**config.mk**
```make
export PLATFORM = sky130hd
export DESIGN_NAME = imc_top
export DESIGN_NICKNAME = d
export VERILOG_FILES = /design/src/verilog/imc_pkg.sv /design/src/verilog/imc_sync.sv /design/src/verilog/imc_dly.sv /design/src/verilog/imc_top.sv
export SDC_FILE = /design/constraint.sdc
export NUM_CORES = 1
export LEC_CHECK = 0
export BUFFER_PORTS_ARGS = -buffer_cell sky130_fd_sc_hd__buf_2
export CORE_ASPECT_RATIO = 0.75
export CORE_MARGIN = 2
export CORE_UTILIZATION = 52
export CTS_CLUSTER_SIZE = 30
export DETAILED_ROUTE_END_ITERATION = 8
export PLACE_DENSITY_LB_ADDON = 0.1
export SLEW_MARGIN = 5
export SYNTH_ARGS = -nofsm -noshare
export SYNTH_HDL_FRONTEND = slang
export SYNTH_SLANG_ARGS = --single-unit
```
**constraint.sdc**
```tcl
create_clock -name clk_sys_i -period 2.3 [get_ports clk_sys_i]
set_clock_uncertainty 0.2 [all_clocks]
set_input_delay 0.23 -clock clk_sys_i [delete_from_list [all_inputs] [get_ports clk_sys_i]]
set_output_delay 0.23 -clock clk_sys_i [all_outputs]
set_load 0.02 [all_outputs]
```
**src/verilog/imc_pkg.sv**
```systemverilog
package imc_pkg;

	// clock and clock-switch delay timing
	localparam int CLK_PERIOD_NS = 100;
	localparam int CSD_TIME_US   = 10;
	// least time, so round up to whole cycles
	localparam int CSD_CYCLES    =
		(CSD_TIME_US * 1000 + CLK_PERIOD_NS - 1) / CLK_PERIOD_NS;
	localparam int CSD_CNT_W     = 8;
	localparam logic [CSD_CNT_W-1:0] CSD_LOAD =
		CSD_CNT_W'(CSD_CYCLES - 1);

	// synchroniser width: primary stable, secondary running
	localparam int SYNC_W        = 2;
	localparam int SYNC_PRI      = 0;
	localparam int SYNC_SEC      = 1;

	// register bus
	localparam int ADDR_W        = 4;
	localparam int DATA_W        = 8;
	localparam logic [ADDR_W-1:0] OSC_CTRL_ADDR = 4'h0;
	localparam logic [ADDR_W-1:0] TMR_CTRL_ADDR = 4'h1;

	// oscillator_control fields
	localparam int IDLE_BIT      = 7;
	localparam int PRI_READY_BIT = 3;
	localparam int SEL_LSB       = 0;
	localparam int SEL_MSB       = 1;
	// secondary_timer_control fields
	localparam int SEC_ACT_BIT   = 6;
	localparam int SEC_EN_BIT    = 3;

	// clock select encodings
	localparam logic [1:0] SEL_PRIMARY   = 2'h0;
	localparam logic [1:0] SEL_SECONDARY = 2'h1;

	// values after reset
	localparam logic       IDLE_RST     = 1'h0;
	localparam logic [1:0] SEL_RST      = 2'h0;
	localparam logic       SEC_EN_RST   = 1'h0;
	localparam logic [3:0] PRI_CFG_RST  = 4'h0;
	localparam logic [7:0] RDATA_RST    = 8'h00;

	// power-managed states
	typedef enum logic [2:0] {
		ST_PRIMARY_RUN_STATE    = 3'h0,
		ST_SECONDARY_RUN_STATE    = 3'h1,
		ST_PRIMARY_IDLE_STATE   = 3'h2,
		ST_SECONDARY_IDLE_STATE   = 3'h3,
		ST_SLEEP      = 3'h4,
		ST_WARM_PRI   = 3'h5,
		ST_SETTLE_PRI = 3'h6,
		ST_SETTLE_SEC = 3'h7
	} imc_state_t;

endpackage

```
**src/verilog/imc_sync.sv**
```systemverilog
`timescale 1ns/1ps
module imc_sync
	import imc_pkg::*;
(
	// clock and reset
	input  wire logic              clk_sys_i,
	input  wire logic              rstn_i,
	// asynchronous levels in, synchronised out
	input  wire logic [SYNC_W-1:0] async_i,
	output logic      [SYNC_W-1:0] sync_o
);

	typedef struct packed {
		logic [SYNC_W-1:0] s1;
		logic [SYNC_W-1:0] s2;
	} imc_sync_t;

	imc_sync_t q;
	imc_sync_t d;

	// first stage feeds only the second stage
	always_comb begin
		d    = q;
		d.s1 = async_i;
		d.s2 = q.s1;
	end

	always_ff @(posedge clk_sys_i or negedge rstn_i) begin
		if (!rstn_i) begin
			q <= '0;
		end else begin
			q <= d;
		end
	end

	assign sync_o = q.s2;

endmodule

```
**src/verilog/imc_dly.sv**
```systemverilog
`timescale 1ns/1ps
module imc_dly
	import imc_pkg::*;
(
	// clock and reset
	input  wire logic clk_sys_i,
	input  wire logic rstn_i,
	// start pulse, done pulse after the switch delay
	input  wire logic start_i,
	output logic      done_o
);

	typedef struct packed {
		logic                 busy;
		logic                 done;
		logic [CSD_CNT_W-1:0] cnt;
	} imc_dly_t;

	imc_dly_t q;
	imc_dly_t d;

	// a start while busy restarts the count
	always_comb begin
		d      = q;
		d.done = 1'b0;
		if (start_i) begin
			d.busy = 1'b1;
			d.cnt  = CSD_LOAD;
		end else if (q.busy) begin
			if (q.cnt == '0) begin
				d.busy = 1'b0;
				d.done = 1'b1;
			end else begin
				d.cnt = q.cnt - 1'b1;
			end
		end
	end

	always_ff @(posedge clk_sys_i or negedge rstn_i) begin
		if (!rstn_i) begin
			q <= '0;
		end else begin
			q <= d;
		end
	end

	assign done_o = q.done;

endmodule

```
**src/verilog/imc_top.sv**
```systemverilog
// Function
// RQ1 - primary idle keeps the primary clock running, only CPU clock gated
// RQ2 - software sets idle bit, clears select field, then sleeps
// RQ3 - primary idle stops CPU, peripherals clocked from configured primary
// RQ4 - primary ready flag stays set through primary idle and wake
// RQ5 - wake from primary idle holds CPU for the switch delay
// RQ6 - wake from primary idle leaves idle bit and select unchanged
// RQ7 - secondary idle stops CPU, peripherals run on secondary oscillator
// RQ8 - software sets idle bit, writes select 01, then sleeps
// RQ9 - switch to secondary stops primary, clears ready, sets active flag
// RQ10 - wake from secondary idle runs CPU on secondary after delay
// RQ11 - wake from secondary idle keeps bits, secondary oscillator runs
// RQ12 - sleep toward secondary idle ignored while secondary disabled
// RQ13 - peripheral clocks withheld until enabled secondary oscillator runs
// RQ14 - software starts secondary oscillator before requesting secondary idle
// RQ15 - secondary enable is timer control bit 3, 32 kHz crystal
// RQ16 - enabled secondary oscillator keeps running in every state
// RQ17 - software waits for secondary start-up, no hardware timer
// RQ18 - select field 01 switches CPU and peripherals to secondary
// RQ19 - secondary active flag, timer control bit 6, set while supplying
// RQ20 - any interrupt or reset wakes and starts the switch delay
`timescale 1ns/1ps
module imc_top
	import imc_pkg::*;
(
	// clock and reset
	input  wire logic              clk_sys_i,
	input  wire logic              rstn_i,
	// register port
	input  wire logic [ADDR_W-1:0] addr_i,
	input  wire logic [DATA_W-1:0] wdata_i,
	input  wire logic              wr_i,
	input  wire logic              rd_i,
	output logic      [DATA_W-1:0] rdata_o,
	// core events
	input  wire logic              sleep_i,
	input  wire logic              wake_i,
	// oscillator status, asynchronous
	input  wire logic              pri_osc_stable_i,
	input  wire logic              sec_osc_running_i,
	// primary oscillator configuration field
	input  wire logic [3:0]        pri_osc_cfg_i,
	// clock controls
	output logic                   cpu_clk_en_o,
	output logic                   per_clk_en_o,
	output logic                   per_clk_sel_o,
	output logic                   pri_osc_en_o,
	output logic                   sec_osc_en_o,
	output logic      [3:0]        pri_osc_cfg_o
);

	typedef struct packed {
		imc_state_t           st;
		logic                 idle_bit;
		logic [1:0]           sel;
		logic                 sec_en;
		logic                 pri_ready;
		logic                 sec_active;
		logic                 cpu_en;
		logic                 per_en;
		logic                 per_sel;
		logic                 pri_en;
		logic [3:0]           cfg;
		logic [DATA_W-1:0]    rdata;
		logic [CSD_CNT_W-1:0] ast_cnt;
	} imc_top_t;

	imc_top_t q;
	imc_top_t d;

	logic [SYNC_W-1:0] osc_s;
	logic              pri_stable_s;
	logic              secondary_run_state_s;
	logic              dly_start;
	logic              dly_done;
	logic              sleep_idle;
	logic              sleep_deep;
	logic              want_sec;

	// oscillator status crosses in from the analogue side
	imc_sync u_sync (
		.clk_sys_i (clk_sys_i),
		.rstn_i    (rstn_i),
		.async_i   ({sec_osc_running_i, pri_osc_stable_i}),
		.sync_o    (osc_s)
	);

	assign pri_stable_s = osc_s[SYNC_PRI];
	assign secondary_run_state_s    = osc_s[SYNC_SEC];

	// switch delay starts as a settle state is entered
	assign dly_start = (d.st != q.st) &&
		((d.st == ST_SETTLE_PRI) || (d.st == ST_SETTLE_SEC));

	imc_dly u_dly (
		.clk_sys_i (clk_sys_i),
		.rstn_i    (rstn_i),
		.start_i   (dly_start),
		.done_o    (dly_done)
	);

	// sleep request decoding from the stored configuration
	assign sleep_idle = sleep_i && q.idle_bit;
	assign sleep_deep = sleep_i && !q.idle_bit;
	assign want_sec   = (q.sel == SEL_SECONDARY);

	always_comb begin
		d       = q;
		d.rdata = RDATA_RST;

		// register writes; core is stopped while idle so none arrive then
		if (wr_i && addr_i == OSC_CTRL_ADDR) begin
			d.idle_bit = wdata_i[IDLE_BIT];
			d.sel      = wdata_i[SEL_MSB:SEL_LSB];
		end
		// RQ15 secondary enable bit
		if (wr_i && addr_i == TMR_CTRL_ADDR) begin
			d.sec_en = wdata_i[SEC_EN_BIT];
		end

		// read data stands only in the cycle after the strobe
		if (rd_i) begin
			unique case (addr_i)
				OSC_CTRL_ADDR: begin
					d.rdata[IDLE_BIT]        = q.idle_bit;
					d.rdata[PRI_READY_BIT]   = q.pri_ready;
					d.rdata[SEL_MSB:SEL_LSB] = q.sel;
				end
				// RQ19 active flag readable
				TMR_CTRL_ADDR: begin
					d.rdata[SEC_ACT_BIT] = q.sec_active;
					d.rdata[SEC_EN_BIT]  = q.sec_en;
				end
				default: begin
					d.rdata = RDATA_RST;
				end
			endcase
		end

		// power state sequencing; wake never touches idle bit or select
		unique case (q.st)
			ST_PRIMARY_RUN_STATE: begin
				if (sleep_deep) begin
					d.st = ST_SLEEP;
				// RQ12 sleep ignored when disabled
				end else if (sleep_idle && want_sec) begin
					if (q.sec_en) begin
						d.st = ST_SECONDARY_IDLE_STATE;
					end
				// RQ3 enter primary idle
				end else if (sleep_idle) begin
					d.st = ST_PRIMARY_IDLE_STATE;
				// RQ18 switch to secondary run
				end else if (want_sec && q.sec_en && secondary_run_state_s) begin
					d.st = ST_SETTLE_SEC;
				end
			end
			ST_SECONDARY_RUN_STATE: begin
				// primary request wins over a sleep in the same cycle
				if (!want_sec) begin
					d.st = ST_WARM_PRI;
				end else if (sleep_deep) begin
					d.st = ST_SLEEP;
				// RQ12 sleep ignored when disabled
				end else if (sleep_idle && q.sec_en) begin
					d.st = ST_SECONDARY_IDLE_STATE;
				end
			end
			// RQ5 wake holds CPU for the delay
			ST_PRIMARY_IDLE_STATE: begin
				if (wake_i) begin
					d.st = ST_SETTLE_PRI;
				end
			end
			// RQ10 RQ11 wake stays on secondary
			ST_SECONDARY_IDLE_STATE: begin
				if (wake_i) begin
					d.st = ST_SETTLE_SEC;
				end
			end
			// RQ20 interrupt wakes from sleep
			ST_SLEEP: begin
				if (wake_i && want_sec && q.sec_en) begin
					d.st = ST_SETTLE_SEC;
				end else if (wake_i) begin
					d.st = ST_WARM_PRI;
				end
			end
			ST_WARM_PRI: begin
				if (pri_stable_s) begin
					d.st = ST_SETTLE_PRI;
				end
			end
			ST_SETTLE_PRI: begin
				if (dly_done) begin
					d.st = ST_PRIMARY_RUN_STATE;
				end
			end
			ST_SETTLE_SEC: begin
				if (dly_done) begin
					d.st = ST_SECONDARY_RUN_STATE;
				end
			end
		endcase

		// RQ9 switch to secondary flags
		if (d.st == ST_SETTLE_SEC || d.st == ST_SECONDARY_IDLE_STATE) begin
			d.pri_ready  = 1'b0;
			d.sec_active = 1'b1;
		end else if (d.st == ST_SLEEP) begin
			d.pri_ready = 1'b0;
		end else if (d.st == ST_SETTLE_PRI) begin
			d.sec_active = 1'b0;
		end
		// RQ4 ready set once primary stable
		if (q.st == ST_WARM_PRI && pri_stable_s) begin
			d.pri_ready = 1'b1;
		end

		// clock enables follow the next state
		d.cpu_en  = (d.st == ST_PRIMARY_RUN_STATE) || (d.st == ST_SECONDARY_RUN_STATE);
		// RQ1 primary kept running in idle
		d.pri_en  = (d.st == ST_PRIMARY_RUN_STATE) || (d.st == ST_PRIMARY_IDLE_STATE) ||
			(d.st == ST_WARM_PRI) || (d.st == ST_SETTLE_PRI);
		d.per_sel = (d.st == ST_SECONDARY_RUN_STATE) || (d.st == ST_SECONDARY_IDLE_STATE) ||
			(d.st == ST_SETTLE_SEC) ||
			((d.st == ST_WARM_PRI) && d.sec_active);
		// RQ13 peripherals wait for secondary
		if (d.per_sel) begin
			d.per_en = secondary_run_state_s;
		end else begin
			d.per_en = d.pri_en && (d.st != ST_WARM_PRI);
		end
		// RQ3 configured primary source
		d.cfg = pri_osc_cfg_i;

		// cycles spent in a settle state, for checking only
		if (q.st == ST_SETTLE_PRI || q.st == ST_SETTLE_SEC) begin
			d.ast_cnt = q.ast_cnt + 1'b1;
		end else begin
			d.ast_cnt = '0;
		end
	end

	// RQ20 reset wakes via primary warm-up
	always_ff @(posedge clk_sys_i or negedge rstn_i) begin
		if (!rstn_i) begin
			q            <= '0;
			q.st         <= ST_WARM_PRI;
			q.idle_bit   <= IDLE_RST;
			q.sel        <= SEL_RST;
			q.sec_en     <= SEC_EN_RST;
			q.pri_en     <= 1'b1;
			q.cfg        <= PRI_CFG_RST;
			q.rdata      <= RDATA_RST;
		end else begin
			q <= d;
		end
	end

	// outputs straight from the state register
	assign rdata_o       = q.rdata;
	assign cpu_clk_en_o  = q.cpu_en;
	assign per_clk_en_o  = q.per_en;
	assign per_clk_sel_o = q.per_sel;
	assign pri_osc_en_o  = q.pri_en;
	// RQ16 secondary follows its enable only
	assign sec_osc_en_o  = q.sec_en;
	assign pri_osc_cfg_o = q.cfg;

	AST_PRIMARY_IDLE_STATE_CLK: // RQ1
	assert property (@(posedge clk_sys_i) disable iff (!rstn_i)
		(q.st == ST_PRIMARY_IDLE_STATE) |-> pri_osc_en_o && !cpu_clk_en_o &&
		per_clk_en_o && !per_clk_sel_o)
		else $error("primary idle clocks wrong");

	AST_PRI_CFG: // RQ3
	assert property (@(posedge clk_sys_i) disable iff (!rstn_i)
		(q.st == ST_PRIMARY_IDLE_STATE) |=> (pri_osc_cfg_o == $past(pri_osc_cfg_i)))
		else $error("primary config not passed on");

	AST_PRI_READY_KEPT: // RQ4
	assert property (@(posedge clk_sys_i) disable iff (!rstn_i)
		(q.st == ST_PRIMARY_IDLE_STATE) && wake_i |-> q.pri_ready ##1 q.pri_ready
		##1 q.pri_ready)
		else $error("primary ready dropped across wake");

	AST_WAKE_PRI_HOLD: // RQ5
	assert property (@(posedge clk_sys_i) disable iff (!rstn_i)
		(q.st == ST_PRIMARY_IDLE_STATE) && wake_i |=> (q.st == ST_SETTLE_PRI) &&
		!cpu_clk_en_o && pri_osc_en_o)
		else $error("wake from primary idle not held");

	AST_SETTLE_LEN: // RQ20
	assert property (@(posedge clk_sys_i) disable iff (!rstn_i)
		(q.ast_cnt != '0) && (q.st != ST_SETTLE_PRI) &&
		(q.st != ST_SETTLE_SEC) |-> (q.ast_cnt == CSD_LOAD + 8'h02))
		else $error("switch delay length wrong");

	AST_WAKE_KEEP: // RQ6
	assert property (@(posedge clk_sys_i) disable iff (!rstn_i)
		((q.st == ST_PRIMARY_IDLE_STATE) || (q.st == ST_SECONDARY_IDLE_STATE)) && wake_i &&
		!wr_i |=> $stable(q.idle_bit) && $stable(q.sel))
		else $error("wake changed idle bit or select");

	AST_SECONDARY_IDLE_STATE_CLK: // RQ7
	assert property (@(posedge clk_sys_i) disable iff (!rstn_i)
		(q.st == ST_SECONDARY_IDLE_STATE) |-> !cpu_clk_en_o && per_clk_sel_o &&
		!pri_osc_en_o)
		else $error("secondary idle clocks wrong");

	AST_SEC_SWITCH: // RQ9
	assert property (@(posedge clk_sys_i) disable iff (!rstn_i)
		(q.st == ST_SETTLE_SEC) |-> !q.pri_ready && q.sec_active &&
		!pri_osc_en_o)
		else $error("switch to secondary flags wrong");

	AST_SLEEP_IGNORED: // RQ12
	assert property (@(posedge clk_sys_i) disable iff (!rstn_i)
		((q.st == ST_PRIMARY_RUN_STATE) || (q.st == ST_SECONDARY_RUN_STATE)) && want_sec &&
		sleep_idle && !q.sec_en |=> $stable(q.st))
		else $error("sleep not ignored with secondary off");

	AST_SEC_WITHHOLD: // RQ13
	assert property (@(posedge clk_sys_i) disable iff (!rstn_i)
		(d.st == ST_SECONDARY_IDLE_STATE) && !secondary_run_state_s |=> !per_clk_en_o)
		else $error("peripheral clock before secondary runs");

	AST_SEC_FLAG_READ: // RQ19
	assert property (@(posedge clk_sys_i) disable iff (!rstn_i)
		(q.st == ST_SECONDARY_RUN_STATE) && rd_i && (addr_i == TMR_CTRL_ADDR)
		|=> rdata_o[SEC_ACT_BIT])
		else $error("secondary active flag not read as set");

endmodule

```
==> flow_summary_export.csv, run 1 <==
group,metric,value,unit
run,max-cap-violations,0,
setup_path,end_kind,"register",
sta,setup_viol,0,
clock_tree,cts_setup_buffers,0,
setup_path,crit_path_start_kind,"register",
sta,fin_crit,2.14,ns
clock_tree,clk_latency,0.28,ns
cells_and_area,stdcell_area,0.00199,mm²
sta,relSlewSlack,0.488,
route,drt-initial-drc-count,27,
floorplanning,die_x,69.5,µm
clock_tree,clockBufferDepth,2,
sta,clock.fmax,467,MHz
sta,finalMaxSlewViolations,0,
clock_tree,clock_sinks,36,
grt,antenna_found_initial,0,
sta,fin_crit_sh,0.931,
grt,grt-ovfl-total,0,
clock_tree,cts_made_buffers,5,
clock_tree,htree_num_levels,2,
pwr,intPower,1.28,mW
sta,finalWorstSetupSlack,0.158,ns
logic_synthesis,synth_largest_area_cell,"dfrtp_1",
floorplanning,pin_count,41,
pwr,powerDensity,999,mW/mm²
logic_synthesis,ys_warn_count,0,
pwr,power_frac_comb,0.310,
route,via_count,1149,
sta,hold_violations,0,
logic_synthesis,synth_edf_count,0,
pwr,p_sw,698,µW
route,wirelength,2860,µm
floorplanning,start_util,0.558,
cells_and_area,layout-drive-gt1-share,0.310,
setup_path,required,2.27,ns
sta,worst_pin_slew,0.768,ns
grt,use_met1,0.228,
setup_path,worstSetupPathType,"register to register",
logic_synthesis,synth.area.top_cells,"dfrtp_1 49%, buf_4 5.4%, dfstp_2 4.7%",
logic_synthesis,async_flop_share,1.00,
setup_path,crit_arrival,2.11,ns
placement,place_congestion,0.764,
clock_tree,cts_tree,"yes",
min_path,hold_path_class,"primary input to register",
cells_and_area,n_antenna_cell,0,
logic_synthesis,yosys_most_used_dff,"dfrtp_1",
floorplanning,coreArea,0.00300,mm²
logic_synthesis,synth_cell_types,49,
floorplanning,fp-row-count,17,
placement,pre_cts_slack,0.182,ns
logic_synthesis,synth_top_cell_area_share,0.494,
route,antenna_left,0,
route,drc_errors,0,
clock_tree,cts-resized-gates,0,
sta,rsz0062_at_grt,"no",
floorplanning,dieArea,0.00369,mm²
clock_tree,clockRootBuffer,"clkbuf_8",
grt,grt_pass1_vias,1139,
pwr,ir_worst_vdd,0.000649,V
placement,portBuffers,33,
route,dr.pass1.iters,4,
grt,grt_use_met2,0.292,
grt,grtUsageMet3,0.0648,
floorplanning,dieHeight,53.1,µm
setup_path,cp.buffers_inverters,0,
cells_and_area,nets,208,
setup_path,path_delay_family,"simple AND/OR/NAND/NOR gates",
setup_path,cp_max_fo,7,
cells_and_area,syn2layout_area_growth,18.7,%
setup_path,slowest_delay,0.47,ns
pwr,p_clk_frac,0.208,
grt,grt_util_all_layers,0.178,
placement,dpl-instance-area,0.00179,mm²
logic_synthesis,netlist_area,0.00167,mm²
grt,grt_pass1_wl,4980,µm
route,routedWlPerCell,12.9,µm
setup_path,crit_chain,"nand3b_1 -> or4_1 -> a32oi_4 -> nand3_2 -> and3_1",
pwr,p_sw_frac,0.352,
sta,tns,0,ns
pwr,leakage,0.909,nW
placement,dp_hpwl,2060,µm
route,via_per_inst,5.18,
sta,holdWs,0.0211,ns
clock_tree,clkSlewWorstSetupHoldPaths,0.07,ns
outcome,status,"complete, no violations",
grt,busiest_layer,"met2",
setup_path,crit_path_top_delay_cell,"or4_1",
logic_synthesis,synth.ff_latch_count,36,
grt,grt_max_degree,37,
pwr,seqPwrFrac,0.482,
logic_synthesis,netlist_instances,144,
logic_synthesis,syn_area_per_cell,11.6,µm²
pwr,totalPowerFinal,1.98,mW
logic_synthesis,synth_seq_area_share,0.541,
-- cell families after synthesis --
| kind of cell | share of synthesized area |
|---|---|
| simple gates | 0.206 |
| fa+ha+maj | 0.00748 |
| buf+inv | 0.0725 |
| xor+xnor | 0.0314 |
| mux | 0.0329 |
| other cells | 0.00224 |
| compound gates | 0.107 |
| flops | 0.541 |
-- path summary, 6_finish.rpt --
check | from | endpoint | slack (ns) | cells past startpoint
min in group asynchronous | rstn_i | pri_osc_cfg_o[2] | 0.36 | 2
max in group asynchronous | rstn_i | u_dly.q[7] | 1.05 | 2
setup / recovery | q[28] | u_dly.done_o | 0.16 | 5
setup reg to reg | q[28] | u_dly.done_o | 0.16 | 5
hold / removal | addr_i[0] | rdata_o[6] | 0.02 | 3
hold reg to reg | u_sync.d[0] | u_sync.sync_o[0] | 0.16 | 0
-- layout make-up --
class	count	area [µm²]
timing repair buffer	44	275
tap	38	47.5
inverter	6	22.5
clock inverter	1	5.00
sequential	36	905
multi-input combinational	90	654
fill	227	1010
clock buffer	7	76.3
-- power groups by stage --
stage | Sequential (mW) | Combinational (mW) | Clock [mW]
2_1_floorplan | 0.954 | 0.458 | 0
3_3_place_gp | 0.954 | 0.591 | 0
3_5_place_dp | 0.962 | 0.606 | 0
4_1_cts | 0.952 | 0.623 | 0.427
5_1_grt | 0.981 | 0.689 | 0.463
6_report | 0.956 | 0.614 | 0.413
-- worst reg2reg max path: cells and delay by family, from the launching register on --
kind | cells | cell delay, ns
AND/OR/NAND/NOR | 4 | 1.13
flip-flops | 1 | 0.40
AO/OA/AOI/OAI | 1 | 0.30
-- cells in the mapped netlist, types with 2 or more instances --
cell and number:
a211oi_1 2, a21oi_1 2, dfrtp_1 33, mux2_2 4, nor2_1 10, nand2b_1 4, nand3b_1 3, buf_4 12
nor4_4 2, nand2_1 15, xnor2_1 4, and2_1 5, dfstp_2 3, and3_1 2, inv_1 6, xor2_1 2
nor3_1 3
-- flip-flops by register name, summed over array words and instances, names as in the netlist --
name / count
per_clk_sel_o: 1
q: 8
pri_osc_en_o: 1
rdata_o: 5
per_clk_en_o: 1
cpu_clk_en_o: 1
u_dly.done_o: 1
u_dly.q: 9
pri_osc_cfg_o: 4
sec_osc_en_o: 1
u_sync.sync_o: 2
u_sync.d: 2
-- stage by stage --
step,util,std cells
floorplan,-,146
global placement,0.598,203
detailed placement,0.598,203
CTS,0.662,222
global route,0.662,222
finish,0.662,222
-- placed cells by master (no fill, tap or decap), types with 2 or more instances in the layout --
master,count
a211oi_1,2
a21oi_1,2
and2_1,5
and3_1,2
buf_2,33
clkbuf_1,2
clkbuf_8,5
conb_1,3
dfrtp_1,33
dfstp_2,3
dlygate4sd3_1,11
inv_1,6
mux2_2,4
nand2_1,15
nand2b_1,4
nand3b_1,3
nor2_1,10
nor3_1,3
nor4_4,2
xnor2_1,4
xor2_1,2
-- timing repair --
| item | in CTS | in global routing |
|---|---|---|
| endpoints found under the setup margin | 0 | 0 |
| endpoints found under the hold margin | 43 | 0 |
| hold buffers | 11 | 0 |
-- per-layer routing --
layer  wire length (µm)  vias up
met5                  0        -
met4                 27        0
met3                138        6
met2               1320       28
met1               1370      555
li1                   -      560
Note: power is estimated with default switching activity, not from simulation.
==> inputs of run 2 (changes only) <==
BUFFER_PORTS_ARGS = -buffer_cell sky130_fd_sc_hd__buf_4   (was -buffer_cell sky130_fd_sc_hd__buf_2)
==> run 2 against run 1 <==
Effect of this change: flip-flop and latch count unchanged; power up 2.3%; maximum frequency down 2.7%; register-to-register slack worse by 0.06 ns; critical path type unchanged; core utilization up 3.8 points; count of clock-buffer cells in the layout unchanged; non-clock buffer count up 3; first-iteration DRC count rose to 3.2 times the previous value.
==> flow_summary_export.csv, run 2 (synthesis gave the netlist of run 1 again) <==
group,metric,value,unit
sta,rsz0062_at_grt,"no",
cells_and_area,nets,211,
route,via_per_inst,5.27,
sta,hold_violations,0,
cells_and_area,regMostFlops,"u_dly.q",
clock_tree,cts_tree,"yes",
pwr,seqPwrFrac,0.470,
setup_path,cp_max_fo,5,
placement,dpl-instance-area,0.00188,mm²
sta,fin_crit,2.20,ns
floorplanning,start_util,0.558,
pwr,power_frac_comb,0.322,
route,antenna_left,0,
grt,grt_pass1_wl,5320,µm
sta,worst_pin_slew,0.608,ns
pwr,p_sw_frac,0.348,
grt,antenna_found_initial,0,
clock_tree,clockBufferDepth,2,
cells_and_area,syn2layout_area_growth,25.4,%
sta,setup_viol,0,
min_path,hold_path_class,"primary input to register",
grt,grt-ovfl-total,0,
floorplanning,coreArea,0.00300,mm²
route,wirelength,3000,µm
placement,place_congestion,0.764,
cells_and_area,final_cell_mix,"36 x buf_4, 33 x dfrtp_1, 15 x nand2_1",
sta,tns,0,ns
clock_tree,clock_sinks,36,
clock_tree,cts_made_buffers,5,
setup_path,regToRegSetupSlack,0.1,ns
placement,portBuffers,33,
run,max-cap-violations,0,
floorplanning,pin_count,41,
cells_and_area,n_antenna_cell,0,
floorplanning,die_x,69.5,µm
setup_path,worstSetupPathType,"register to register",
sta,holdWs,0.0215,ns
route,routedWlPerCell,13.3,µm
sta,fin_crit_sh,0.957,
placement,dp_hpwl,2080,µm
route,drt-initial-drc-count,87,
grt,grt_pass1_vias,1195,
sta,relSlewSlack,0.589,
grt,grt_max_degree,37,
clock_tree,htree_num_levels,2,
route,drc_errors,0,
cells_and_area,instances_no_fill,225,
pwr,ir_worst_vdd,0.000842,V
setup_path,crit_path_start_kind,"register",
cells_and_area,layout-drive-gt1-share,0.326,
clock_tree,clkSlewWorstSetupHoldPaths,0.07,ns
clock_tree,clk_latency,0.28,ns
setup_path,required,2.27,ns
cells_and_area,largest_reg_flops,9,
route,dr.pass1.iters,4,
placement,dp.cells,203,
sta,finalMaxSlewViolations,0,
cells_and_area,stdcell_area,0.00210,mm²
setup_path,crit_arrival,2.17,ns
pwr,powerDensity,966,mW/mm²
outcome,status,"complete, no violations",
cells_and_area,fillCellCount,219,
sta,clock.fmax,454,MHz
clock_tree,clockRootBuffer,"clkbuf_8",
route,via_count,1185,
pwr,p_sw,706,µW
pwr,intPower,1.32,mW
pwr,p_clk_frac,0.208,
grt,grt_util_all_layers,0.192,
floorplanning,fp-row-count,17,
cells_and_area,final_core_util,0.700,
pwr,leakage,0.947,nW
floorplanning,dieHeight,53.1,µm
cells_and_area,layout_commonest_cell,"buf_4",
floorplanning,dieArea,0.00369,mm²
setup_path,end_kind,"register",
==> run 2: layout make-up <==
type | count | area [µm²] | area share
clock buffer | 7 | 76.3 | 0.0364
multi-input combinational | 90 | 658 | 0.314
clock inverter | 1 | 8.76 | 0.00417
timing repair buffer | 47 | 380 | 0.181
sequential | 36 | 905 | 0.431
tap | 38 | 47.5 | 0.0227
inverter | 6 | 22.5 | 0.0107
==> run 2: worst max-delay path, cell delays in order, from the launching register on <==
cell and delay [ns]:
dfrtp_1 0.40, nand3b_1 0.24, or4_4 0.47, a32oi_4 0.32
buf_4 0.18, nand2b_1 0.09, o21a_1 0.18
==> run 2: stage by stage <==
stage               setup slack [ns]  power [mW]
CTS                            0.106        2.05
floorplan                      0.306        1.41
global placement               0.197        1.57
global route                 0.00229        2.18
finish                        0.0978        2.03
detailed placement             0.160        1.60
==> run 2: final timing paths <==
kind	cells past startpoint	to	startpoint
worst min register to register	0	u_sync.sync_o[1]	u_sync.d[1]
worst max-delay path	6	per_clk_sel_o	q[28]
worst min-delay path	3	rdata_o[6]	addr_i[0]
max in group asynchronous	2	q[30]	rstn_i
min in group asynchronous	2	pri_osc_cfg_o[2]	rstn_i
worst max register to register	6	per_clk_sel_o	q[28]
==> run 2: what timing repair did <==
action	CTS	global route
endpoints found under the setup margin	0	1
buffers inserted	0	3
hold buffers	11	0
endpoints found under the hold margin	43	0
gates resized for setup	0	1
==> run 2: routing by layer <==
| layer | vias to the layer above | track usage | part of all wire |
|---|---|---|---|
| met3 | 4 | 0.0724 | 0.070 |
| met4 | 0 | 0.0686 | 0.010 |
| met1 | 582 | 0.233 | 0.45 |
| li1 | 564 | - | - |
| met5 | - | 0 | 0 |
| met2 | 35 | 0.317 | 0.47 |
==> run 2: power groups by stage <==
stage	Sequential, mW	Clock, mW	Combinational [mW]
3_3_place_gp	0.955	0	0.617
4_1_cts	0.951	0.434	0.660
5_1_grt	0.977	0.468	0.733
2_1_floorplan	0.954	0	0.458
3_5_place_dp	0.960	0	0.638
6_report	0.953	0.422	0.653
